--- config.mk ---
export PLATFORM = sky130hd
export DESIGN_NAME = trbs_sequencer
export DESIGN_NICKNAME = d
export VERILOG_FILES = /design/src/logic/trbs_pkg.sv /design/src/logic/trbs_pump_clk.sv /design/src/logic/trbs_sequencer.sv
export SDC_FILE = /design/constraint.sdc
export NUM_CORES = 1
export LEC_CHECK = 0
export BUFFER_PORTS_ARGS = -buffer_cell sky130_fd_sc_hd__buf_2
export CORE_MARGIN = 2
export CORE_UTILIZATION = 45
export CTS_CLUSTER_SIZE = 25
export DETAILED_ROUTE_END_ITERATION = 12
export PLACE_DENSITY = 0.65
export RECOVER_POWER = 25
export SYNTH_ARGS = -nofsm -noshare
export SYNTH_HDL_FRONTEND = slang
export SYNTH_SLANG_ARGS = --single-unit
export TNS_END_PERCENT = 30
--- constraint.sdc ---
create_clock -name sys_clk -period 3.2 [get_ports sys_clk]
set_input_delay 0.16 -clock sys_clk [delete_from_list [all_inputs] [get_ports sys_clk]]
set_output_delay 0.16 -clock sys_clk [all_outputs]
set_load 0.05 [all_outputs]
--- src/logic/trbs_pkg.sv ---
// Shared constants and carrier types for the triple rail bias sequencer
package trbs_pkg;
  // Sequencer states
  typedef enum logic [2:0] {
    ST_OFF, ST_UP_PRI, ST_UP_NEG, ST_ON, ST_DN_HIGH, ST_DN_NEG
  } trbs_state_t;

  // Primary pump boost ratio codes
  typedef enum logic [1:0] {
    RATIO_X1P00, RATIO_X1P33, RATIO_X1P50, RATIO_X2P00
  } trbs_ratio_t;

  // Variant selector for the high positive rail ratio
  localparam logic HIGH_RATIO_X3 = 1'b0;
  localparam logic HIGH_RATIO_X2 = 1'b1;

  // Rail comparator flags
  typedef struct packed {
    logic priUp;    // Primary at or above 75 percent
    logic negUp;    // Negative at or above 75 percent
    logic highLow;  // High positive at or below 70 percent
    logic negLow;   // Negative at or below 70 percent
  } trbs_rail_flags_t;

  // Pump enables
  typedef struct packed {
    logic pri;
    logic neg;
    logic high;
  } trbs_pump_en_t;

  // Timing
  localparam int CLK_MHZ = 250;
  localparam int PUMP_MAX_KHZ = 400;
  localparam int PUMP_PERIOD_CYC = (CLK_MHZ * 1000) / PUMP_MAX_KHZ;
  localparam int DIV_W = 10;
  localparam logic [DIV_W-1:0] DIV_LAST = DIV_W'(PUMP_PERIOD_CYC - 1);
  localparam logic [1:0] RATIO_RESET = 2'h0;
endpackage

--- src/logic/trbs_pump_clk.sv ---
// Pulse-skipping pump clock gate, at most one pulse per 400 kHz period
`timescale 1ns/1ps
`default_nettype none
module trbs_pump_clk (
  input wire logic sys_clk,
  input wire logic rst_n,
  input wire logic tick,
  input wire logic pumpEn,
  input wire logic needCharge,
  output logic pumpPulse
);
  logic pulse_q;
  logic pulse_d;

  // skip when regulated
  assign pulse_d = tick && pumpEn && needCharge;

  always_ff @(posedge sys_clk or negedge rst_n) begin
    if (!rst_n) begin
      pulse_q <= 1'b0;
    end else begin
      pulse_q <= pulse_d;
    end
  end

  assign pumpPulse = pulse_q;
endmodule
`default_nettype wire

--- src/logic/trbs_sequencer.sv ---
// Top of the triple rail bias sequencer: power order, ratio choice, pump clocks
// Behaviour
// Enable low forces full shutdown
// Undervoltage flag inhibits any converter start
// Enable rise starts primary pump only
// Negative pump after primary reaches 75%
// High pump after negative reaches 75%
// Enable fall drops high pump first
// Negative off after high falls 70%
// Primary off after negative falls 70%
// Same reverse order on input collapse
// Primary ratio chosen from input bands
// Hysteresis between adjacent ratio bands
// Primary pump pulse-skips up to 400kHz
// High pump skips, ratio fixed by variant
// Negative pump inverts, skips, 400kHz max
// Host must never leave enable floating
// Shutdown or undervoltage returns to off
`timescale 1ns/1ps
`default_nettype none
module trbs_sequencer #(
  parameter logic HIGH_RATIO_SEL = trbs_pkg::HIGH_RATIO_X3
) (
  input wire logic sys_clk,
  input wire logic rst_n,
  input wire logic powerEn,
  input wire logic uvLow,
  input wire trbs_pkg::trbs_rail_flags_t railFlags,
  input wire logic [2:0] bandUp,
  input wire logic [2:0] bandDown,
  input wire trbs_pkg::trbs_pump_en_t needCharge,
  output trbs_pkg::trbs_pump_en_t pumpEn,
  output trbs_pkg::trbs_pump_en_t pumpPulse,
  output trbs_pkg::trbs_ratio_t priRatio,
  output logic highRatioX2,
  output logic negInvert,
  output logic biasActive
);
  // ----------------------------------------
  // Input synchronisers
  // ----------------------------------------
  // Analog flags arrive asynchronously; two stages before any use.
  localparam int SYNC_W = 1 + 1 + 4 + 3 + 3 + 3;
  logic [SYNC_W-1:0] meta_q;
  logic [SYNC_W-1:0] sync_q;
  logic enS;
  logic uvS;
  trbs_pkg::trbs_rail_flags_t flagS;
  logic [2:0] upS;
  logic [2:0] dnS;
  trbs_pkg::trbs_pump_en_t needS;

  always_ff @(posedge sys_clk or negedge rst_n) begin
    if (!rst_n) begin
      meta_q <= '0;
      sync_q <= '0;
    end else begin
      meta_q <= {powerEn, uvLow, railFlags, bandUp, bandDown, needCharge};
      sync_q <= meta_q;
    end
  end

  assign {enS, uvS, flagS, upS, dnS, needS} = sync_q;

  // ----------------------------------------
  // Power sequencing
  // ----------------------------------------
  trbs_pkg::trbs_state_t state_q;
  trbs_pkg::trbs_state_t state_d;
  logic runOk;

  // enable gating
  // undervoltage lockout
  assign runOk = enS && !uvS;

  always_comb begin
    state_d = state_q;
    case (state_q)
      trbs_pkg::ST_OFF: begin
        // primary first
        if (runOk) begin
          state_d = trbs_pkg::ST_UP_PRI;
        end
      end
      trbs_pkg::ST_UP_PRI: begin
        if (!runOk) begin
          state_d = trbs_pkg::ST_DN_NEG;
        end else if (flagS.priUp) begin
          // negative after primary
          state_d = trbs_pkg::ST_UP_NEG;
        end
      end
      trbs_pkg::ST_UP_NEG: begin
        if (!runOk) begin
          state_d = trbs_pkg::ST_DN_HIGH;
        end else if (flagS.negUp) begin
          // high rail last
          state_d = trbs_pkg::ST_ON;
        end
      end
      trbs_pkg::ST_ON: begin
        // high off first
        // collapse uses same order
        if (!runOk) begin
          state_d = trbs_pkg::ST_DN_HIGH;
        end
      end
      trbs_pkg::ST_DN_HIGH: begin
        // negative after high falls
        if (flagS.highLow) begin
          state_d = trbs_pkg::ST_DN_NEG;
        end
      end
      trbs_pkg::ST_DN_NEG: begin
        // primary last
        // back to all off
        if (flagS.negLow) begin
          state_d = trbs_pkg::ST_OFF;
        end
      end
      default: begin
        state_d = trbs_pkg::ST_OFF;
      end
    endcase
  end

  always_ff @(posedge sys_clk or negedge rst_n) begin
    if (!rst_n) begin
      state_q <= trbs_pkg::ST_OFF;
    end else begin
      state_q <= state_d;
    end
  end

  // Power-down does not abort halfway: rails already up are walked down in
  // order even if enable returns, then a fresh power-up follows.
  trbs_pkg::trbs_pump_en_t en_d;
  // One assignment keeps the enable word to a single driver
  assign en_d = '{
    pri: (state_q != trbs_pkg::ST_OFF),
    neg: (state_q == trbs_pkg::ST_UP_NEG) || (state_q == trbs_pkg::ST_ON)
         || (state_q == trbs_pkg::ST_DN_HIGH),
    high: (state_q == trbs_pkg::ST_ON)
  };

  // ----------------------------------------
  // Primary ratio selection
  // ----------------------------------------
  // bandUp[i]/bandDown[i]: input below lower/upper edge of band boundary i.
  trbs_pkg::trbs_ratio_t ratio_q;
  trbs_pkg::trbs_ratio_t ratio_d;
  logic [1:0] ratioIdx;
  logic raiseReq;
  logic lowerReq;

  assign ratioIdx = ratio_q;
  // raise ratio as input falls
  assign raiseReq = (ratioIdx != 2'h3) && upS[ratioIdx];
  // only leave band past far edge
  assign lowerReq = (ratioIdx != 2'h0) && !dnS[ratioIdx - 2'h1];

  always_comb begin
    ratio_d = ratio_q;
    if (state_q == trbs_pkg::ST_OFF) begin
      ratio_d = trbs_pkg::trbs_ratio_t'(trbs_pkg::RATIO_RESET);
    end else if (raiseReq) begin
      ratio_d = trbs_pkg::trbs_ratio_t'(ratioIdx + 2'h1);
    end else if (lowerReq) begin
      ratio_d = trbs_pkg::trbs_ratio_t'(ratioIdx - 2'h1);
    end
  end

  always_ff @(posedge sys_clk or negedge rst_n) begin
    if (!rst_n) begin
      ratio_q <= trbs_pkg::RATIO_X1P00;
    end else begin
      ratio_q <= ratio_d;
    end
  end

  // ----------------------------------------
  // Pump clock divider
  // ----------------------------------------
  logic [trbs_pkg::DIV_W-1:0] div_q;
  logic tick;
  assign tick = (div_q == trbs_pkg::DIV_LAST);

  // oscillator stopped in shutdown
  always_ff @(posedge sys_clk or negedge rst_n) begin
    if (!rst_n) begin
      div_q <= '0;
    end else if (!en_d.pri || tick) begin
      div_q <= '0;
    end else begin
      div_q <= div_q + 1'b1;
    end
  end

  logic pulsePri;
  logic pulseNeg;
  logic pulseHigh;

  // primary skip clock
  trbs_pump_clk uPri (
    .sys_clk(sys_clk), .rst_n(rst_n), .tick(tick),
    .pumpEn(en_d.pri), .needCharge(needS.pri), .pumpPulse(pulsePri)
  );
  // negative skip clock
  trbs_pump_clk uNeg (
    .sys_clk(sys_clk), .rst_n(rst_n), .tick(tick),
    .pumpEn(en_d.neg), .needCharge(needS.neg), .pumpPulse(pulseNeg)
  );
  // high rail skip clock
  trbs_pump_clk uHigh (
    .sys_clk(sys_clk), .rst_n(rst_n), .tick(tick),
    .pumpEn(en_d.high), .needCharge(needS.high), .pumpPulse(pulseHigh)
  );

  // ----------------------------------------
  // Outputs
  // ----------------------------------------
  trbs_pkg::trbs_pump_en_t pumpEn_q;
  always_ff @(posedge sys_clk or negedge rst_n) begin
    if (!rst_n) begin
      pumpEn_q <= '0;
    end else begin
      pumpEn_q <= en_d;
    end
  end

  assign pumpEn = pumpEn_q;
  assign pumpPulse = {pulsePri, pulseNeg, pulseHigh};
  assign priRatio = ratio_q;
  // variant ratio
  assign highRatioX2 = (HIGH_RATIO_SEL == trbs_pkg::HIGH_RATIO_X2);
  // fixed inverting ratio
  assign negInvert = 1'b1;
  assign biasActive = (state_q != trbs_pkg::ST_OFF);
endmodule
`default_nettype wire

==> results of run 1 <==
[cell families (layout without fill, tap and decap cells)]
| logic type | count (synthesis) | after routing | share of synthesized area (%) |
|---|---|---|---|
| XOR/XNOR | 4 | 4 | 1.86 |
| buffers and inverters | 18 | 58 | 5.11 |
| AND/OR/NAND/NOR | 43 | 43 | 12.5 |
| adder cells (fa/ha/maj) | 4 | 4 | 2.65 |
| AO/OA/AOI/OAI | 23 | 23 | 7.96 |
| multiplexers | 3 | 3 | 1.86 |
| other | 2 | 2 | 0.398 |
| flip-flops | 51 | 51 | 67.7 |
[stage by stage]
stage | worst slack [ns] | power, W
6_report | 1.27 | 0.00175
5_1_grt | 1.14 | 0.00187
4_1_cts | 1.25 | 0.00177
3_5_place_dp | 1.52 | 0.00131
3_3_place_gp | 1.61 | 0.00128
2_1_floorplan | 1.32 | 0.00121
[registers in the layout (all words and copies together) (netlist names)]
| name | count |
|---|---|
| sync_q | 15 |
| pumpEn | 3 |
| meta_q | 15 |
| uHigh.pumpPulse | 1 |
| state_q | 3 |
| uPri.pumpPulse | 1 |
| div_q | 10 |
| priRatio | 2 |
| uNeg.pumpPulse | 1 |
[routing by layer]
| layer | up-vias | share of wire [%] |
|---|---|---|
| met3 | 8 | 6.6 |
| met2 | 35 | 50 |
| met5 | - | 0 |
| li1 | 578 | - |
| met1 | 571 | 41 |
| met4 | 0 | 2.4 |
[critical path: stages, from the launching register on]
cell     delay, ns
dfrtp_1       0.48
nor3_2        0.46
inv_1         0.26
buf_2         0.28
[cells in the final DEF (no fill, tap or decap), types with 3 or more instances in the layout]
master          n
buf_2          25
clkbuf_8        6
and3_1          4
nand3_1         7
nor2_1         11
nand2_1         7
inv_1          10
dfrtp_1        51
a31oi_1         3
dlygate4sd3_1  15
a21oi_1         9
nor3_1          3
ha_1            4
[power groups by stage]
stage          combinational (W)  sequential (W)  clock (W)
2_1_floorplan           0.000344        0.000865          0
3_3_place_gp            0.000452        0.000826          0
4_1_cts                 0.000488        0.000822   0.000462
6_report                0.000486        0.000822   0.000445
3_5_place_dp            0.000473        0.000835          0
5_1_grt                 0.000543        0.000838   0.000491
[synth_stat cells, types with 2 or more instances]
cell,instances,share of area (%)
mux2i_1,2,1.1
xor2_1,2,0.93
a31oi_1,3,1.0
ha_1,4,2.7
dfrtp_1,51,68
buf_2,2,0.53
inv_1,10,2.0
o21ai_0,2,0.53
nor2_1,11,2.2
buf_4,5,2.0
nor3_1,3,0.80
a311oi_1,2,0.93
nand2_1,7,1.4
and3_1,4,1.3
a21oi_1,9,2.4
xnor2_1,2,0.93
conb_1,2,0.40
nand3_1,7,1.9
[timing repair]
item                                   CTS  global route
setup endpoints to repair                0             0
hold buffers                            15             0
endpoints found under the hold margin   15             0
[final cells by class]
type	instances	area [um^2]	share of cell area, %
inverters	10	37.5	1.64
multi-input cells	79	513	22.5
flip-flops and latches	51	1280	55.9
well taps	50	62.6	2.74
clock buffers	6	82.6	3.62
repair buffers	40	275	12.1
clock inverters	2	35.0	1.54
[path summary, 6_finish.rpt]
path / slack [ns] / cells past startpoint / end
max: 1.27 / 3 / biasActive
min: 0.05 / 1 / meta_q[12]$_DFF_PN0_
max reg2reg: 1.52 / 6 / priRatio[0]$_DFFE_PN0P_
min reg2reg: 0.35 / 0 / sync_q[11]$_DFF_PN0_
max in group asynchronous: 2.51 / 1 / meta_q[5]$_DFF_PN0_
min in group sys_clk: 0.35 / 0 / sync_q[11]$_DFF_PN0_
==> results.toml, run 1 <==
[outcome]
status = "complete, no violations"

[cts]
clock_sinks = 51
clkLatencyLatePin_ns = 0.30
numCtsBuffers = 5
h-tree-depth = 2
cts_tree = "built"
cts-root-buf = "clkbuf_8"
cts_resized = 0
postCtsSetupBuffers = 0
path_clk_slew_ns = 0.08
cts_buffer_depth = 2

[global_routing]
grt_most_used_layer = "met2"
grt_pass1_vias = 1122
grtUsageMet3_pct = 5.84
grtUsageTotal_pct = 14.9
groute.layer.met1.usage_pct = 17.1
grt_antenna_before_repair = 0
grtUsageMet2_pct = 24.2
grt_pass1_wl_um = 4930
grt_max_degree = 52
overflow = 0

[sta]
skew_ns = 0.00389
fin_crit_ns = 1.93
tns_ns = 0
hold_viol_final = 0
rsz0062_at_grt = "false"
hold_slack_ns = 0.0490
tightestPinTransition_ns = 1.05
setup_viol_count_final = 0
fmax_ghz = 0.517
maxSlewHeadroom_pct = 29.7
report.final.slew_viol_count = 0
period_share_pct = 60.4

[floorplan]
die_h_um = 68.7
dieArea_um2 = 4720
fp.coreArea_um2 = 4030
rows = 23
floorplan.initialDensity_pct = 46.8
io_pins = 28
die_w_um = 68.7

[power_and_ir_drop]
swShare_pct = 34.1
p_comb_share_pct = 27.7
p_int_w = 0.00116
clkPwrFrac_pct = 25.4
p_leak_nw = 1.10
power_density_nw_per_um2 = 768
ir_worst_vdd_mv = 0.361
p_switching_w = 0.000598
pwr-share-seq_pct = 46.9

[setup_path]
cp.arrival_ns = 1.77
startpoint_type = "register"
rr_startpoint = "priRatio[0]$_DFFE_PN0P_"
required_ns = 3.04
cp_max_fo = 9
worstSetupEndpointType = "primary output"
crit_start = "state_q[0]$_DFFE_PN0P_"
crit_type = "register to primary output"

[synth]
synth_seq_cells = 51
synth_edf_count = 0
synth_warnings = 0
postSynth.asyncResetShare_pct = 100
syn_area_um2 = 1890
synth_sequential_area_ratio_pct = 67.7
syn-instance-count = 148
synth_flop_cell = "dfrtp_1"
syn_avg_cell_area_um2 = 12.7
synth_cell_type_count = 38
syn_nets = 169

[final_layout]
syn_to_final_growth_pct = 21.0
utilization_pct = 56.6
final_cells = 238
drive_gt1_share_pct = 21.8
fillers = 347
nets = 208
design_area_um2 = 2280
antenna_cells = 0

[place]
place_inst = 215
dp_hpwl_um = 2040
io_buffers = 25
place_congestion = 0.700
place_area_um2 = 2010

[route]
antenna_left = 0
firstDrtPassIters = 4
via_per_inst = 5.01
finalWirelength_um = 3010
wire_per_inst_um = 12.6
via_count = 1192
first_iter_violations = 46
drc = 0

[run]
max_cap_viol_count = 0

[min_path]
hold_class = "input port to async pin"
(Power assumes the default switching activity.)
==> run 2: changes to the inputs <==
--- a/config.mk
+++ b/config.mk
@@ -5,12 +5,13 @@
 export SDC_FILE = /design/constraint.sdc
 export NUM_CORES = 1
 export LEC_CHECK = 0
+export ABC_AREA = 1
 export BUFFER_PORTS_ARGS = -buffer_cell sky130_fd_sc_hd__buf_2
 export CORE_MARGIN = 2
 export CORE_UTILIZATION = 45
 export CTS_CLUSTER_SIZE = 25
 export DETAILED_ROUTE_END_ITERATION = 12
-export PLACE_DENSITY = 0.65
+export PLACE_DENSITY = 0.68
 export RECOVER_POWER = 25
 export SYNTH_ARGS = -nofsm -noshare
 export SYNTH_HDL_FRONTEND = slang
==> constraint.sdc (replaced) <==
create_clock -name sys_clk -period 1.59 [get_ports sys_clk]
set_input_delay 0.0795 -clock sys_clk [delete_from_list [all_inputs] [get_ports sys_clk]]
set_output_delay 0.0795 -clock sys_clk [all_outputs]
set_load 0.05 [all_outputs]
==> run 2 against run 1 <==
  * Sequential power up 100%
  * Clock power up 67%
  * Critical path depth unchanged
  * Combinational power rose to 2.6 times the previous value
  * Register-to-register slack worse by 1.4 ns
  * Setup slack worse by 1.2 ns
  * Final cell count up 23%
  * Highest routed layer unchanged
==> results.toml, run 2 <==
[route]
wire_per_inst_um = 10.6
via_per_inst = 4.66
finalWirelength_um = 3090
antenna_left = 0
first_iter_violations = 139
firstDrtPassIters = 4
via_count = 1366
drc = 0

[place]
io_buffers = 25
place_congestion = 0.910
place_area_um2 = 2130
dp_slack_ns = 0.147
dp_hpwl_um = 2160

[floorplan]
io_pins = 28
rows = 24
die_w_um = 70.0
die_h_um = 70.0
floorplan.initialDensity_pct = 46.0
fp.coreArea_um2 = 4260
dieArea_um2 = 4900

[synth]
postSynth.asyncResetShare_pct = 100
syn_nets = 216
syn_area_um2 = 1960
syn-instance-count = 195
synth_edf_count = 0
synth_cell_type_count = 21
synth.most_common_cell = "dfrtp_1"
synth_top_area_share_pct = 65.1
synth_sequential_area_ratio_pct = 65.1
synth.largest_area_cell = "dfrtp_1"
synth_warnings = 0
syn_avg_cell_area_um2 = 10.1
netlist_top_cells_area = "dfrtp_1 (65%), nand2_1 (8.0%), nor2_1 (6.7%), inv_1 (3.3%), nand3_1 (3.1%)"
synth_seq_cells = 51
yosys-top-cells-count = "dfrtp_1 (51), nand2_1 (42), nor2_1 (35)"
synth_flop_cell = "dfrtp_1"

[sta]
fin_ws_ns = 0.109
hold_viol_final = 0
rsz0062_at_grt = "false"
period_share_pct = 93.1
setup_viol_count_final = 0
tns_ns = 0
skew_ns = 0.00552
report.final.slew_viol_count = 0
fin_crit_ns = 1.48
fmax_ghz = 0.675
hold_slack_ns = 0.197

[setup_path]
cp.arrival_ns = 1.40
worstSetupEndpointType = "primary output"
critPathSlowestCell = "dfrtp_1"
cp_max_fo = 9
required_ns = 1.51
cpPeakStageDelay_ns = 0.48
crit_path_cell_trace = "nor2_2 > nand2_4 > buf_2"
crit_type = "register to primary output"
startpoint_type = "register"
regToRegSetupSlack_ns = 0.15

[global_routing]
grt_pass1_vias = 1246
grt_pass1_wl_um = 5520
grt_antenna_before_repair = 0
grtUsageTotal_pct = 14.2
overflow = 0
grt_max_degree = 29

[cts]
cts_tree = "built"
clkLatencyLatePin_ns = 0.30
cts_buffer_depth = 2
cts-root-buf = "clkbuf_8"
h-tree-depth = 2
clock_sinks = 51
path_clk_slew_ns = 0.09
numCtsBuffers = 5

[final_layout]
nets = 261
mostFrequentLayoutCells = "dfrtp_1 (49), nand2_1 (42), nor2_1 (35), buf_2 (24), inv_1 (17)"
layout_commonest_cell = "dfrtp_1"
antenna_cells = 0
drive_gt1_share_pct = 18.3
syn_to_final_growth_pct = 21.6
largestRegisters = "meta_q x15, sync_q x15, div_q x10"
design_area_um2 = 2380
fillers = 374

[power_and_ir_drop]
ir_worst_vdd_mv = 0.610
power_density_nw_per_um2 = 1540
p_leak_nw = 1.22
power_w = 0.00367

[outcome]
status = "complete, no violations"

[min_path]
hold_class = "input port to async pin"

[run]
max_cap_viol_count = 0
[run 2: cell type report]
type	instances	area, um^2	share of cell area [%]
well taps	52	65.1	2.73
flip-flops and latches	51	1280	53.6
repair buffers	43	299	12.5
multi-input cells	119	576	24.1
clock buffers	5	68.8	2.89
clock inverters	3	22.5	0.944
inverters	20	75.1	3.15
[run 2: report_power, final]
part	internal (W)	total [W]	switching, W
logic	0.000406	0.00128	0.000878
clock network	0.000319	0.000741	0.000422
registers	0.00148	0.00165	0.000169
total	0.00220	0.00367	0.00147
[run 2: path summary, 6_finish.rpt]
kind                            cells past startpoint                     from                 endpoint
worst max-delay path                                3   state_q[0]$_DFFE_PN0P_               biasActive
worst min-delay path                                2                    rst_n      sync_q[7]$_DFF_PN0_
worst min register to register                      0     meta_q[13]$_DFF_PN0_     sync_q[13]$_DFF_PN0_
max in group asynchronous                           3                    rst_n  priRatio[1]$_DFFE_PN0P_
worst max register to register                      8  priRatio[0]$_DFFE_PN0P_  priRatio[0]$_DFFE_PN0P_
min in group sys_clk                                0     meta_q[13]$_DFF_PN0_     sync_q[13]$_DFF_PN0_
[run 2: logic make-up (layout without fill, tap and decap cells)]
kind of cell    after synthesis  after routing  share of synthesized area, %
compound gates                6              6                          1.66
fa+ha+maj                     4              4                          2.55
buf+inv                      25             71                          5.74
flops                        51             51                          65.1
other cells                   2              2                         0.383
simple gates                102            102                          22.3
xor+xnor                      5              5                          2.23
[run 2: metrics by stage]
stage / std cells / utilization (%)
finish: 293 / 55.9
global route: 293 / 55.9
CTS: 293 / 55.9
detailed placement: 269 / 50.0
global placement: 269 / 50.0
floorplan: 195 / -
[run 2: per-layer routing]
layer  global-route usage [%]  vias up  wire length, um
met5                        0        -                0
met4                     6.41        0               65
met3                     3.46        7              119
met2                     22.0       35             1480
met1                     19.1      633             1420
li1                         -      691                -
[run 2: repair_timing]
item	in CTS	in global routing
buffers inserted	0	0
hold buffers	16	0
endpoints found under the hold margin	66	0
resized for setup	0	1
endpoints found under the setup margin	0	2
[run 2: critical path: cells and delay by family (launching register included)]
| family | cells | cell delay, ns |
|---|---|---|
| AND/OR/NAND/NOR | 2 | 0.39 |
| flip-flops | 1 | 0.48 |
| buffers and inverters | 1 | 0.24 |
